<file path="src/design/porc_pkg.sv">
// package: layout of the pin readback and override register
package porc_pkg;
    localparam logic [7:0] REG_ADDR       = 8'h02;
    localparam int         REG_W          = 24;
    localparam logic [23:0] REG_RESET     = 24'h00_0000;
    localparam int         B_CLK_B_OVR    = 10;
    localparam int         B_CLK_B_ON     = 11;
    localparam int         B_CLK_C_OVR    = 12;
    localparam int         B_CLK_C_ON     = 13;
    localparam int         B_CLK_D_OVR    = 14;
    localparam int         B_CLK_D_ON     = 15;
    localparam int         B_REF_OVR      = 16;
    localparam int         B_REF_ON       = 17;
    localparam int         B_RST_UNLOCK   = 18;
    localparam int         B_CHIP_RST     = 19;
    localparam int         LOW_W          = 10;
    localparam int         NUM_PINS       = 4;
endpackage : porc_pkg

</file>
<file path="src/design/porc_top.sv">
// upper part of the pin readback and override register
`timescale 1ns/1ps
module porc_top (
    // clock and reset
    input  wire logic        sys_clk,
    input  wire logic        sys_rst,
    // register port
    input  wire logic [7:0]  reg_addr,
    input  wire logic        reg_wr,
    input  wire logic [23:0] reg_wdata,
    output logic      [23:0] reg_rdata,
    // low bits owned elsewhere, shown in readback
    input  wire logic [9:0]  low_bits,
    // loop state
    input  wire logic        second_synth_loop,
    // enable pins
    input  wire logic        ref_buffer_pin,
    input  wire logic        clk_out_b_pin,
    input  wire logic        clk_out_c_pin,
    input  wire logic        clk_out_d_pin,
    // driver enables and chip reset
    output logic             ref_buffer_en,
    output logic             clk_out_b_en,
    output logic             clk_out_c_en,
    output logic             clk_out_d_en,
    output logic             chip_reset
);
    logic [3:0] pin_meta;
    logic [3:0] pin_sync;
    logic       chip_reset_bit;
    logic       chip_reset_unlock;
    logic       ref_buffer_override;
    logic       ref_buffer_on_bit;
    logic       clk_out_b_override;
    logic       clk_out_b_on_bit;
    logic       clk_out_c_override;
    logic       clk_out_c_on_bit;
    logic       clk_out_d_override;
    logic       clk_out_d_on_bit;
    logic       wr_hit;
    logic       next_ref_buffer_en;
    logic       next_clk_out_b_en;
    logic       next_clk_out_c_en;
    logic       next_clk_out_d_en;

    always_ff @(posedge sys_clk) begin
        if (sys_rst) begin
            pin_meta <= 4'h0;
            pin_sync <= 4'h0;
        end else begin
            pin_meta <= {clk_out_d_pin, clk_out_c_pin, clk_out_b_pin,
                         ref_buffer_pin};
            pin_sync <= pin_meta;
        end
    end

    assign wr_hit = reg_wr && (reg_addr == porc_pkg::REG_ADDR);

    // reset bits only change by a write
    always_ff @(posedge sys_clk) begin
        if (sys_rst) begin
            chip_reset_bit    <= 1'b0;
            chip_reset_unlock <= 1'b0;
        end else if (wr_hit) begin
            chip_reset_bit    <= reg_wdata[porc_pkg::B_CHIP_RST];
            chip_reset_unlock <= reg_wdata[porc_pkg::B_RST_UNLOCK];
        end
    end

    // override bits and on bits, all stored on every write to REG_ADDR whatever the override
    always_ff @(posedge sys_clk) begin
        if (sys_rst) begin
            ref_buffer_override <= 1'b0;
            ref_buffer_on_bit   <= 1'b0;
            clk_out_b_override  <= 1'b0;
            clk_out_b_on_bit    <= 1'b0;
            clk_out_c_override  <= 1'b0;
            clk_out_c_on_bit    <= 1'b0;
            clk_out_d_override  <= 1'b0;
            clk_out_d_on_bit    <= 1'b0;
        end else if (wr_hit) begin
            ref_buffer_override <= reg_wdata[porc_pkg::B_REF_OVR];
            ref_buffer_on_bit   <= reg_wdata[porc_pkg::B_REF_ON];
            clk_out_b_override  <= reg_wdata[porc_pkg::B_CLK_B_OVR];
            clk_out_b_on_bit    <= reg_wdata[porc_pkg::B_CLK_B_ON];
            clk_out_c_override  <= reg_wdata[porc_pkg::B_CLK_C_OVR];
            clk_out_c_on_bit    <= reg_wdata[porc_pkg::B_CLK_C_ON];
            clk_out_d_override  <= reg_wdata[porc_pkg::B_CLK_D_OVR];
            clk_out_d_on_bit    <= reg_wdata[porc_pkg::B_CLK_D_ON];
        end
    end

    always_ff @(posedge sys_clk) begin
        if (sys_rst) begin
            chip_reset <= 1'b0;
        end else begin
            chip_reset <= chip_reset_bit && chip_reset_unlock;
        end
    end

    always_comb begin
        next_ref_buffer_en = ref_buffer_override ? ref_buffer_on_bit
                                                 : pin_sync[0];
        next_clk_out_b_en = second_synth_loop &&
            (clk_out_b_override ? clk_out_b_on_bit : pin_sync[1]);
        next_clk_out_c_en = second_synth_loop &&
            (clk_out_c_override ? clk_out_c_on_bit : pin_sync[2]);
        next_clk_out_d_en = second_synth_loop &&
            (clk_out_d_override ? clk_out_d_on_bit : pin_sync[3]);
    end

    // registered driver enables keep outputs glitch free
    always_ff @(posedge sys_clk) begin
        if (sys_rst) begin
            ref_buffer_en <= 1'b0;
            clk_out_b_en  <= 1'b0;
            clk_out_c_en  <= 1'b0;
            clk_out_d_en  <= 1'b0;
        end else begin
            ref_buffer_en <= next_ref_buffer_en;
            clk_out_b_en  <= next_clk_out_b_en;
            clk_out_c_en  <= next_clk_out_c_en;
            clk_out_d_en  <= next_clk_out_d_en;
        end
    end

    // readback; other addresses read zero
    always_comb begin
        reg_rdata = porc_pkg::REG_RESET;
        if (reg_addr == porc_pkg::REG_ADDR) begin
            reg_rdata[porc_pkg::B_CHIP_RST]   = chip_reset_bit;
            reg_rdata[porc_pkg::B_RST_UNLOCK] = chip_reset_unlock;
            reg_rdata[porc_pkg::B_REF_OVR]    = ref_buffer_override;
            reg_rdata[porc_pkg::B_REF_ON]     = ref_buffer_override ?
                ref_buffer_on_bit : pin_sync[0];
            reg_rdata[porc_pkg::B_CLK_D_OVR]  = clk_out_d_override;
            reg_rdata[porc_pkg::B_CLK_D_ON]   = clk_out_d_override ?
                clk_out_d_on_bit : pin_sync[3];
            reg_rdata[porc_pkg::B_CLK_C_OVR]  = clk_out_c_override;
            reg_rdata[porc_pkg::B_CLK_C_ON]   = clk_out_c_override ?
                clk_out_c_on_bit : pin_sync[2];
            reg_rdata[porc_pkg::B_CLK_B_OVR]  = clk_out_b_override;
            reg_rdata[porc_pkg::B_CLK_B_ON]   = clk_out_b_override ?
                clk_out_b_on_bit : pin_sync[1];
            reg_rdata[porc_pkg::LOW_W-1:0]    = low_bits;
        end
    end

    chk_reset_needs_unlock: assert property (
        @(posedge sys_clk) disable iff (sys_rst)
        chip_reset |-> $past(chip_reset_bit && chip_reset_unlock))
        else $error("chip reset without both bits");
    chk_reset_no_self_clear: assert property (
        @(posedge sys_clk) disable iff (sys_rst)
        (chip_reset_bit && !wr_hit) |=> chip_reset_bit)
        else $error("chip reset bit cleared itself");
    chk_reset_locked_off: assert property (
        @(posedge sys_clk) disable iff (sys_rst)
        !chip_reset_unlock |=> !chip_reset)
        else $error("chip reset while locked");
    chk_ref_override_on: assert property (
        @(posedge sys_clk) disable iff (sys_rst)
        ref_buffer_override |=> ref_buffer_en == $past(ref_buffer_on_bit))
        else $error("reference enable ignores on bit");
    chk_ref_pin_mirror: assert property (
        @(posedge sys_clk) disable iff (sys_rst)
        (!ref_buffer_override && reg_addr == porc_pkg::REG_ADDR) |->
        reg_rdata[porc_pkg::B_REF_ON] == pin_sync[0])
        else $error("reference readback not pin");
    chk_d_pin_path: assert property (
        @(posedge sys_clk) disable iff (sys_rst)
        (!clk_out_d_override && second_synth_loop) |=>
        clk_out_d_en == $past(pin_sync[3]))
        else $error("fourth enable not pin");
    chk_d_loop_gate: assert property (
        @(posedge sys_clk) disable iff (sys_rst)
        !second_synth_loop |=> !clk_out_d_en)
        else $error("fourth on with loop off");
    chk_c_loop_gate: assert property (
        @(posedge sys_clk) disable iff (sys_rst)
        !second_synth_loop |=> !clk_out_c_en)
        else $error("third on with loop off");
    chk_b_override_on: assert property (
        @(posedge sys_clk) disable iff (sys_rst)
        (clk_out_b_override && second_synth_loop) |=>
        clk_out_b_en == $past(clk_out_b_on_bit))
        else $error("second enable ignores on bit");
    chk_top_nibble_zero: assert property (
        @(posedge sys_clk) disable iff (sys_rst)
        reg_rdata[23:20] == 4'h0)
        else $error("unused bits nonzero");
    chk_reset_follows_bits: assert property (
        @(posedge sys_clk) disable iff (sys_rst)
        (chip_reset_bit && chip_reset_unlock) |=> chip_reset)
        else $error("chip reset missing with both bits");
    chk_reset_bit_store: assert property (
        @(posedge sys_clk) disable iff (sys_rst)
        wr_hit |=> chip_reset_bit == $past(reg_wdata[porc_pkg::B_CHIP_RST]))
        else $error("chip reset bit not stored");
    chk_ref_pin_path: assert property (
        @(posedge sys_clk) disable iff (sys_rst)
        !ref_buffer_override |=> ref_buffer_en == $past(pin_sync[0]))
        else $error("reference enable not pin");
    chk_d_override_on: assert property (
        @(posedge sys_clk) disable iff (sys_rst)
        (clk_out_d_override && second_synth_loop) |=>
        clk_out_d_en == $past(clk_out_d_on_bit))
        else $error("fourth enable ignores on bit");
    chk_d_pin_mirror: assert property (
        @(posedge sys_clk) disable iff (sys_rst)
        (!clk_out_d_override && reg_addr == porc_pkg::REG_ADDR) |->
        reg_rdata[porc_pkg::B_CLK_D_ON] == pin_sync[3])
        else $error("fourth readback not pin");
    chk_c_override_on: assert property (
        @(posedge sys_clk) disable iff (sys_rst)
        (clk_out_c_override && second_synth_loop) |=>
        clk_out_c_en == $past(clk_out_c_on_bit))
        else $error("third enable ignores on bit");
    chk_c_pin_mirror: assert property (
        @(posedge sys_clk) disable iff (sys_rst)
        (!clk_out_c_override && reg_addr == porc_pkg::REG_ADDR) |->
        reg_rdata[porc_pkg::B_CLK_C_ON] == pin_sync[2])
        else $error("third readback not pin");
    chk_b_pin_mirror: assert property (
        @(posedge sys_clk) disable iff (sys_rst)
        (!clk_out_b_override && reg_addr == porc_pkg::REG_ADDR) |->
        reg_rdata[porc_pkg::B_CLK_B_ON] == pin_sync[1])
        else $error("second readback not pin");
    chk_b_loop_gate: assert property (
        @(posedge sys_clk) disable iff (sys_rst)
        !second_synth_loop |=> !clk_out_b_en)
        else $error("second on with loop off");
    chk_b_pin_path: assert property (
        @(posedge sys_clk) disable iff (sys_rst)
        (!clk_out_b_override && second_synth_loop) |=>
        clk_out_b_en == $past(pin_sync[1]))
        else $error("second enable not pin");
    chk_addr_decode: assert property (
        @(posedge sys_clk) disable iff (sys_rst)
        (reg_wr && reg_addr != porc_pkg::REG_ADDR) |=>
        $stable({chip_reset_bit, chip_reset_unlock, ref_buffer_override,
                 ref_buffer_on_bit, clk_out_d_override, clk_out_d_on_bit}))
        else $error("write to other address took effect");
    chk_pin_two_stage: assert property (
        @(posedge sys_clk) disable iff (sys_rst)
        (!$past(sys_rst) && !$past(sys_rst, 2)) |->
        pin_sync == $past({clk_out_d_pin, clk_out_c_pin, clk_out_b_pin,
                           ref_buffer_pin}, 2))
        else $error("pin sync latency wrong");

    cov_chip_reset: cover property (@(posedge sys_clk) chip_reset);
    cov_ref_override: cover property (
        @(posedge sys_clk) ref_buffer_override && ref_buffer_en);
    cov_d_pin_on: cover property (
        @(posedge sys_clk) !clk_out_d_override && clk_out_d_en);
    cov_loop_blocks: cover property (
        @(posedge sys_clk) !second_synth_loop && clk_out_b_override);
    cov_other_write: cover property (
        @(posedge sys_clk) reg_wr && reg_addr != porc_pkg::REG_ADDR);
endmodule : porc_top

</file>
<file path="config.mk">
export PLATFORM = sky130hd
export DESIGN_NAME = porc_top
export DESIGN_NICKNAME = d
export VERILOG_FILES = /design/src/design/porc_pkg.sv /design/src/design/porc_top.sv
export SDC_FILE = /design/constraint.sdc
export NUM_CORES = 1
export LEC_CHECK = 0
export BUFFER_PORTS_ARGS = -buffer_cell sky130_fd_sc_hd__buf_2
export CELL_PAD_IN_SITES_DETAIL_PLACEMENT = 1
export CELL_PAD_IN_SITES_GLOBAL_PLACEMENT = 1
export CORE_MARGIN = 2
export CORE_UTILIZATION = 29
export CTS_CLUSTER_SIZE = 25
export DETAILED_ROUTE_END_ITERATION = 10
export PLACE_DENSITY_LB_ADDON = 0.08
export SETUP_SLACK_MARGIN = 0.4
export SLEW_MARGIN = 20
export SYNTH_ARGS = -nofsm -noshare
export SYNTH_HDL_FRONTEND = slang
export SYNTH_SLANG_ARGS = --single-unit
</file>
<file path="constraint.sdc">
create_clock -name sys_clk -period 2.4 [get_ports sys_clk]
set_clock_uncertainty 0.2 [all_clocks]
set_input_delay 0.24 -clock sys_clk [delete_from_list [all_inputs] [get_ports sys_clk]]
set_output_delay 0.24 -clock sys_clk [all_outputs]
set_load 0.01 [all_outputs]
</file>
==> flow_summary.toml, run 1 <==
[die]
die_h_um = 64.9
top_level_ports = 79
core_area_um2 = 3610
rows = 22
die_area_um2 = 4210
die_x_um = 64.9
initial_core_util = 0.298

[placed_design]
dp.cells = 210
hpwl_mm = 1.95
gp_routability_congestion = 0.617
place_ws_ns = 0.704
placed_cell_area_um2 = 1390
io_buffers = 60

[clock_network]
cts.clk_slew.worst_paths_ns = 0.08
cts_resized = 0
cts_buffers = 3
cts_tree = "built"
h-tree-depth = 1
clk_latency_ns = 0.26
cts_setup_buffers = 0
cts_sinks = 23
cts_buffer_depth = 2
cts-root-buf = "clkbuf_8"
hold_buffers = 4

[timing]
slew_viol_final = 0
rsz0062_at_grt = "no"
clock.fmax_mhz = 598
tns_ns = 0
hold_viol = 0
timing.final.crit_share = 0.697
final.setup.worst_slack_ns = 0.728
post-route-min-period_ns = 1.67
setup_viol = 0

[worst_setup_path]
critPathKind = "input port to primary output"
crit_start = "reg_addr[7]"
startpoint_type = "input port"
worstPathRequired_ns = 1.96
ff2ff_setup_slack_ns = 1.36
r2r-start = "clk_out_c_override$_SDFFE_PP0P_"
arrival_ns = 1.23
worstSetupEndpointType = "primary output"
cp_max_fo = 15

[pwr]
cellPowerDensity_nw_per_um2 = 474
vdd.ir_drop.worst_v = 0.000246
power.leakage_nw = 0.727
p_total_mw = 0.700

[global_routing]
globalRouteOverflowTotal = 0
gr-usage-all-layers = 0.130
antenna_found_initial = 0
grt_max_degree = 31
grt_first_pass_wirelength_mm = 4.15
grt_pass1_vias = 904

[finish]
fin_cells = 218
drive_above_1_share = 0.441
areaGrowthSynthToFinish_pct = 37.4
finish.instance_area_um2 = 1480
fillers = 453
nNetsFinal = 221
n_antenna_cell = 0

[flow_run]
max-cap-violations = 0

[drt]
drt_iter0_markers = 24
post_drt_wl_per_cell_um = 11.7
wl_mm = 2.54
vias_per_cell = 4.35
num_vias = 948
postRouteAntennaNets = 0
route.detailed.drc = 0
first_pass_iters = 2

[synth]
ys_ff_latch = 23
synth_area_um2 = 1070
synth_mux_area_frac = 0.130
synth_top_family_by_area = "simple AND/OR/NAND/NOR gates"
syn_area_per_cell_um2 = 10.0
yosysUniqueCellTypes = 17
ys_warn_count = 0
synthAdderAreaFrac = 0
synthesis.instances = 107
synth_xor_area_frac = 0
synth-compound-area-share = 0
ys_seq_area_frac = 0.428
yosys.area_share.simple = 0.369

[worst_hold_path]
holdCritPathClass = "input port to flop"
holdCritStartpoint = "reg_wdata[19]"

[run_status]
status = "finished, final reports clean"
## where the power goes
| group | switching (mW) | internal, mW |
|---|---|---|
| clock | 0.120 | 0.118 |
| combinational | 0.0302 | 0.0405 |
| sequential | 0.00182 | 0.389 |
## flip-flops by register name, indices dropped and copies added, names as in the netlist
name / count
clk_out_b_on_bit: 1
clk_out_c_override: 1
ref_buffer_on_bit: 1
ref_buffer_override: 1
pin_meta: 4
pin_sync: 4
chip_reset_unlock: 1
ref_buffer_en: 1
clk_out_d_on_bit: 1
clk_out_c_en: 1
chip_reset_bit: 1
clk_out_c_on_bit: 1
chip_reset: 1
clk_out_b_override: 1
clk_out_d_override: 1
clk_out_b_en: 1
clk_out_d_en: 1
## placed cells by master, fill, tap and decap left out, drive strengths merged
| cell | instances |
|---|---|
| and2 | 1 |
| and3 | 17 |
| buf | 62 |
| clkbuf | 4 |
| conb | 4 |
| dfxtp | 23 |
| dlygate4sd3 | 4 |
| inv | 1 |
| mux2i | 14 |
| nand2b | 21 |
| nor2 | 5 |
| nor2b | 12 |
| nor4 | 1 |
| nor4b | 1 |
## synth_stat cells
cell type	count	share of area
conb_1	1	0.0035
mux2i_1	14	0.13
inv_1	1	0.0035
and3_4	1	0.010
and2_2	1	0.0070
buf_12	1	0.019
buf_4	4	0.028
nor4_4	1	0.020
clkbuf_1	4	0.014
buf_2	1	0.0047
nor4b_4	1	0.022
nor2b_1	12	0.070
and3_1	10	0.058
nor2_1	5	0.017
dfxtp_1	23	0.43
and3_2	6	0.042
nand2b_1	21	0.12
## kinds of logic after synthesis
logic type / count (synthesis)
simple gates: 58
mux: 14
flops: 23
other cells: 1
buf+inv: 11
## area by class of cell
type                    instances  area [um2]  area share
multi-input cells              76         552       0.374
inverters                       1        3.75     0.00254
clock buffers                   4        45.0      0.0305
flip-flops and latches         23         460       0.312
well taps                      48        60.1      0.0407
repair buffers                 66         355       0.241
## per-stage QoR
step	hold slack [ns]	util
after floorplan	0.168	-
after global placement	0.219	0.386
after detailed placement	0.229	0.386
after CTS	0.0280	0.409
after global routing	0.0366	0.409
final	0.0332	0.409
## critical path, cell delays in order
cell,delay (ns)
buf_2,0.11
nor4b_4,0.33
buf_4,0.24
and3_2,0.18
buf_2,0.12
## path summary, 6_finish.rpt
kind	end	depth (start not counted)
setup / recovery	reg_rdata[12]	5
hold / removal	chip_reset_bit$_SDFFE_PP0P_	3
setup reg to reg	clk_out_c_en$_SDFF_PP0_	2
hold reg to reg	pin_sync[0]$_SDFF_PP0_	1
## metal layers
layer	up-vias	part of all wire	track usage
met5	-	0	0
li1	466	-	-
met4	0	0.017	0.0638
met1	433	0.40	0.148
met3	4	0.097	0.0365
met2	45	0.48	0.220
No activity file was read; power rests on OpenSTA's default activity.
==> inputs of run 2 (changes only) <==
--- a/config.mk
+++ b/config.mk
@@ -9,7 +9,7 @@
 export CELL_PAD_IN_SITES_DETAIL_PLACEMENT = 1
 export CELL_PAD_IN_SITES_GLOBAL_PLACEMENT = 1
 export CORE_MARGIN = 2
-export CORE_UTILIZATION = 29
+export CORE_UTILIZATION = 27
 export CTS_CLUSTER_SIZE = 25
 export DETAILED_ROUTE_END_ITERATION = 10
 export PLACE_DENSITY_LB_ADDON = 0.08
==> constraint.sdc (replaced) <==
create_clock -name sys_clk -period 1.6 [get_ports sys_clk]
set_clock_uncertainty 0.2 [all_clocks]
set_input_delay 0.16 -clock sys_clk [delete_from_list [all_inputs] [get_ports sys_clk]]
set_output_delay 0.16 -clock sys_clk [all_outputs]
set_load 0.01 [all_outputs]
==> run 2 against run 1 <==
Against the previous run:
- worst hold slack better by 0.082 ns
- sequential cell count unchanged
- via count is 7.9% higher
- clock power up 49%
- worst setup slack got worse by 0.66 ns
- register-to-register slack worse by 0.89 ns
- critical path depth rose by 1
- die area rose by 6.9%
- critical path type unchanged
- largest cell class unchanged
- highest routed layer unchanged
==> flow_summary.toml, run 2 (synthesis gave the netlist of run 1 again) <==
[finish]
fin_util = 0.515
fillers = 421
finish.instance_area_um2 = 1930
n_antenna_cell = 0
drive_above_1_share = 0.532
reg_top3 = "pin_meta (4), pin_sync (4)"
final_common_cell = "buf_2"
areaGrowthSynthToFinish_pct = 79.5
nNetsFinal = 239
most-common-layout-cells = "36 x buf_2, 27 x buf_6, 22 x dfxtp_1, 21 x nand2b_1, 16 x and3_4"

[drt]
post_drt_wl_per_cell_um = 13.1
vias_per_cell = 4.33
route.detailed.drc = 0
num_vias = 1023
postRouteAntennaNets = 0
drt_iter0_markers = 15
first_pass_iters = 4
wl_mm = 3.10

[worst_setup_path]
startpoint_type = "input port"
ff2ff_setup_slack_ns = 0.47
worstSetupEndpointType = "primary output"
worstPathRequired_ns = 1.24
critPathKind = "input port to primary output"
arrival_ns = 1.17
crit_start = "reg_addr[2]"
cp_max_fo = 6
r2r-start = "clk_out_c_override$_SDFFE_PP0P_"

[clock_network]
cts-root-buf = "clkbuf_8"
cts_buffers = 3
cts_tree = "built"
cts_buffer_depth = 2
cts.clk_slew.worst_paths_ns = 0.08
h-tree-depth = 1
cts_sinks = 23
clk_latency_ns = 0.26

[pwr]
cellPowerDensity_nw_per_um2 = 569
power.leakage_nw = 0.812
p_total_mw = 1.10
vdd.ir_drop.worst_v = 0.000388

[die]
core_area_um2 = 3740
die_h_um = 67.1
rows = 22
initial_core_util = 0.287
die_x_um = 67.1
die_area_um2 = 4500
top_level_ports = 79

[worst_hold_path]
holdCritStartpoint = "sys_rst"
holdCritPathClass = "input port to flop"

[placed_design]
gp_routability_congestion = 0.632
hpwl_mm = 1.92
placed_cell_area_um2 = 1420
io_buffers = 60

[flow_run]
max-cap-violations = 0

[timing]
setup_viol = 0
slew_viol_final = 0
post-route-min-period_ns = 1.53
hold_viol = 0
timing.final.crit_share = 0.958
rsz0062_at_grt = "yes"
hold_ws_ns = 0.115
clock.fmax_mhz = 652

[global_routing]
antenna_found_initial = 0
globalRouteOverflowTotal = 0
grt_max_degree = 31
grt_pass1_vias = 1058
gr-usage-all-layers = 0.141
grt_first_pass_wirelength_mm = 4.75

[run_status]
status = "finished, final reports clean"
run 2: changes by cell type in the layout (fill, tap and decap cells not counted), moves of 3 or more:
cell and delta:
buf_6 +27, buf_2 -24, and3_4 +15, dlygate4sd3_1 +11, and3_1 -10, and3_2 -4, nor2b_1 -4, nor2b_4 +4
mux2i_1 -3
run 2: worst paths after layout:
check | end | depth (start not counted)
max | reg_rdata[13] | 6
min | pin_meta[0]$_SDFF_PP0_ | 2
max reg2reg | clk_out_c_en$_SDFF_PP0_ | 2
min reg2reg | pin_sync[1]$_SDFF_PP0_ | 1
run 2: repair_timing:
action | CTS | global route
buffers inserted | 3 | 0
hold buffers | 15 | 0
pin swaps | 9 | 4
resized for setup | 43 | 11
setup endpoints to repair | 30 | 30
endpoints found under the hold margin | 16 | 0
gates cloned | 3 | 0
run 2: per-stage QoR:
stage / setup WS, ns / std cells / TNS [ns]
3_5_place_dp: 0.0612 / 211 / 0
3_3_place_gp: 0.0764 / 211 / 0
2_1_floorplan: 0.282 / 110 / 0
5_1_grt: -0.00906 / 236 / -0.00906
6_report: 0.0673 / 236 / 0
4_1_cts: 0.0697 / 236 / 0
run 2: final cells by class:
type,count,area (um2),area share
Clock buffer,4,45.0,0.0233
Inverter,1,3.75,0.00195
Multi-Input combinational cell,77,679,0.352
Sequential cell,23,462,0.239
Tap cell,48,60.1,0.0311
Timing Repair Buffer,83,679,0.352
run 2: layer usage:
metal | track usage | vias to the layer above | wire [um]
li1 | - | 508 | -
met3 | 0.0287 | 5 | 270
met5 | 0 | - | 0
met4 | 0.0612 | 0 | 48
met1 | 0.162 | 458 | 1300
met2 | 0.248 | 52 | 1480
run 2: critical path, cell delays in order:
cell	delay, ns
buf_6	0.10
nor4_4	0.28
buf_4	0.19
and2_4	0.18
nor2b_4	0.15
buf_6	0.10
run 2: power by group:
part | switching [mW] | leakage [nW] | internal [mW]
combinational | 0.0593 | 0.602 | 0.0948
sequential | 0.00368 | 0.188 | 0.583
clock | 0.178 | 0.0228 | 0.178
total | 0.241 | 0.812 | 0.856
==> inputs of run 3 (changes only) <==
--- a/config.mk
+++ b/config.mk
@@ -5,11 +5,12 @@
 export SDC_FILE = /design/constraint.sdc
 export NUM_CORES = 1
 export LEC_CHECK = 0
+export ABC_AREA = 1
 export BUFFER_PORTS_ARGS = -buffer_cell sky130_fd_sc_hd__buf_2
 export CELL_PAD_IN_SITES_DETAIL_PLACEMENT = 1
 export CELL_PAD_IN_SITES_GLOBAL_PLACEMENT = 1
 export CORE_MARGIN = 2
-export CORE_UTILIZATION = 27
+export CORE_UTILIZATION = 25
 export CTS_CLUSTER_SIZE = 25
 export DETAILED_ROUTE_END_ITERATION = 10
 export PLACE_DENSITY_LB_ADDON = 0.08
==> run 3 against run 2 <==
Against the previous run:
- non-clock buffer count fell by 9
- die area rose by 7.4%
- first-iteration DRC count rose by 110%
- register-to-register slack barely moved
- worst setup slack improved by 0.035 ns
- critical endpoint is now reg_rdata[12]
- largest cell class unchanged
==> flow_summary.toml, run 3 <==
[run_status]
status = "finished, final reports clean"

[placed_design]
gp_routability_congestion = 0.743
io_buffers = 60
hpwl_mm = 2.26

[pwr]
vdd.ir_drop.worst_v = 0.000277
cellPowerDensity_nw_per_um2 = 649
power.leakage_nw = 0.886
p_total_mw = 1.11

[worst_setup_path]
worstPathRequired_ns = 1.24
cpLargestDelayFamily = "buffers and inverters"
max_stage_delay_ns = 0.16
startpoint_type = "input port"
critPathKind = "input port to primary output"
r2r-start = "clk_out_b_override$_SDFFE_PP0P_"
worstSetupEndpointType = "primary output"
crit_slowest_cell = "nor2_4"
rr_worst_depth = 3
critPathBufInv = 4
crit_start = "reg_addr[0]"
cp_max_fo = 5
arrival_ns = 1.14
cp.depth = 8
cp_cell_sequence = "buf_6, nor2_4, nand2_2, nor2_4, buf_6, clkinvlp_4, nor2_1, buf_2"

[synth]
yosysMostFrequentCell = "nor2_1"
synth_edf_count = 0
synth_top_flop_cell = "dfxtp_1"
synthTopCellsByArea = "dfxtp_1 43%, nor2_1 17%, inv_1 13%"
yosysUniqueCellTypes = 15
synth_top_area_share = 0.429
synth_area_um2 = 1070
synthTopCellsByCount = "50 x nor2_1, 37 x inv_1, 23 x dfxtp_1, 15 x nand2_1"
synthesis.instances = 164
ys_seq_area_frac = 0.429
ys_ff_latch = 23
synthArstFlopShare = 0
synth_top_area_cell = "dfxtp_1"
syn_area_per_cell_um2 = 6.55
ys_warn_count = 0

[die]
core_area_um2 = 4060
die_area_um2 = 4830
initial_core_util = 0.265
die_h_um = 69.5
rows = 23
die_x_um = 69.5
top_level_ports = 79

[drt]
drt_iter0_markers = 32
wl_mm = 3.35
num_vias = 1252
first_pass_iters = 3
post_drt_wl_per_cell_um = 11.7
postRouteAntennaNets = 0
route.detailed.drc = 0
vias_per_cell = 4.36

[global_routing]
top_usage_layer = "met2"
grt_pass1_vias = 1243
grt_max_degree = 21
grtUsageMet3 = 0.0392
antenna_found_initial = 0
use_met2 = 0.248
globalRouteOverflowTotal = 0
grt_first_pass_wirelength_mm = 5.68
grtUsageMet1 = 0.169
gr-usage-all-layers = 0.144

[clock_network]
cts_sinks = 23
cts.clk_slew.worst_paths_ns = 0.08
cts_buffer_depth = 2
clk_latency_ns = 0.27
h-tree-depth = 1
cts_buffers = 3
cts-root-buf = "clkbuf_8"
cts_tree = "built"

[finish]
final_common_cell = "buf_2"
reg_top3 = "pin_meta (4), pin_sync (4)"
fin_util = 0.422
most-common-layout-cells = "52 x buf_2, 40 x nor2_1, 35 x inv_1, 20 x dfxtp_1, 13 x nand2_1"
nNetsFinal = 288
fillers = 537
drive_above_1_share = 0.405
areaGrowthSynthToFinish_pct = 59.6
n_antenna_cell = 0

[timing]
timing.final.crit_share = 0.936
post-route-min-period_ns = 1.50
setup_viol = 0
slew_viol_final = 0
tns_ns = 0
clock.fmax_mhz = 668
hold_viol = 0
rsz0062_at_grt = "yes"

[worst_hold_path]
holdCritStartpoint = "reg_wdata[15]"
holdCritPathClass = "input port to flop"
hold_path_depth = 5

[flow_run]
max-cap-violations = 0
[run 3: cell families after synthesis]
| group | Yosys count | synth area share |
|---|---|---|
| other cells | 1 | 0.00349 |
| buf+inv | 48 | 0.189 |
| simple gates | 78 | 0.295 |
| flops | 23 | 0.429 |
| compound gates | 10 | 0.0466 |
| mux | 4 | 0.0373 |
[run 3: path summary, 6_finish.rpt]
path                                         to  slack (ns)
setup / recovery                  reg_rdata[12]        0.10
hold / removal    clk_out_d_on_bit$_SDFFE_PP0P_       0.003
setup reg to reg        clk_out_b_en$_SDFF_PP0_        0.46
hold reg to reg          pin_sync[1]$_SDFF_PP0_        0.21
[run 3: power breakdown]
group / switching [mW] / internal (mW) / leakage, nW
Clock: 0.195 / 0.178 / 0.0228
Sequential: 0.00390 / 0.584 / 0.189
Combinational: 0.0734 / 0.0782 / 0.675
Total: 0.272 / 0.840 / 0.886
[run 3: layer usage]
| metal | vias up | wire (um) |
|---|---|---|
| met2 | 45 | 1640 |
| met3 | 5 | 270 |
| met4 | 0 | 48 |
| met1 | 582 | 1390 |
| met5 | - | 0 |
| li1 | 620 | - |
[run 3: layout make-up]
class | instances | area (um2) | share of cell area
Clock buffer | 4 | 45.0 | 0.0263
Timing Repair inverter | 3 | 22.5 | 0.0131
Multi-Input combinational cell | 96 | 492 | 0.287
Inverter | 37 | 143 | 0.0833
Tap cell | 50 | 62.6 | 0.0365
Timing Repair Buffer | 74 | 484 | 0.283
Sequential cell | 23 | 464 | 0.271
[run 3: timing repair]
item	4_1_cts	5_1_grt
gates resized for setup	22	18
setup endpoints to repair	20	30
hold buffers	7	0
endpoints found under the hold margin	8	0
pin swaps	0	10
gates cloned	3	0
buffers inserted	4	2
[run 3: worst min-delay path: cells and delay by family]
family                 cells  cell delay (ns)
and+or+nand+nor            3             0.18
buffers and inverters      2             0.10
[run 3: metrics by stage]
stage	cell area (um2)	setup slack, ns	hold WS (ns)	instances
floorplan	1080	0.443	0.0670	167
global placement	1390	0.0646	0.160	267
detailed placement	1390	0.0216	0.170	267
CTS	1640	0.0745	0.0140	285
global route	1710	0.0113	0.0311	287
finish	1710	0.102	0.00266	287
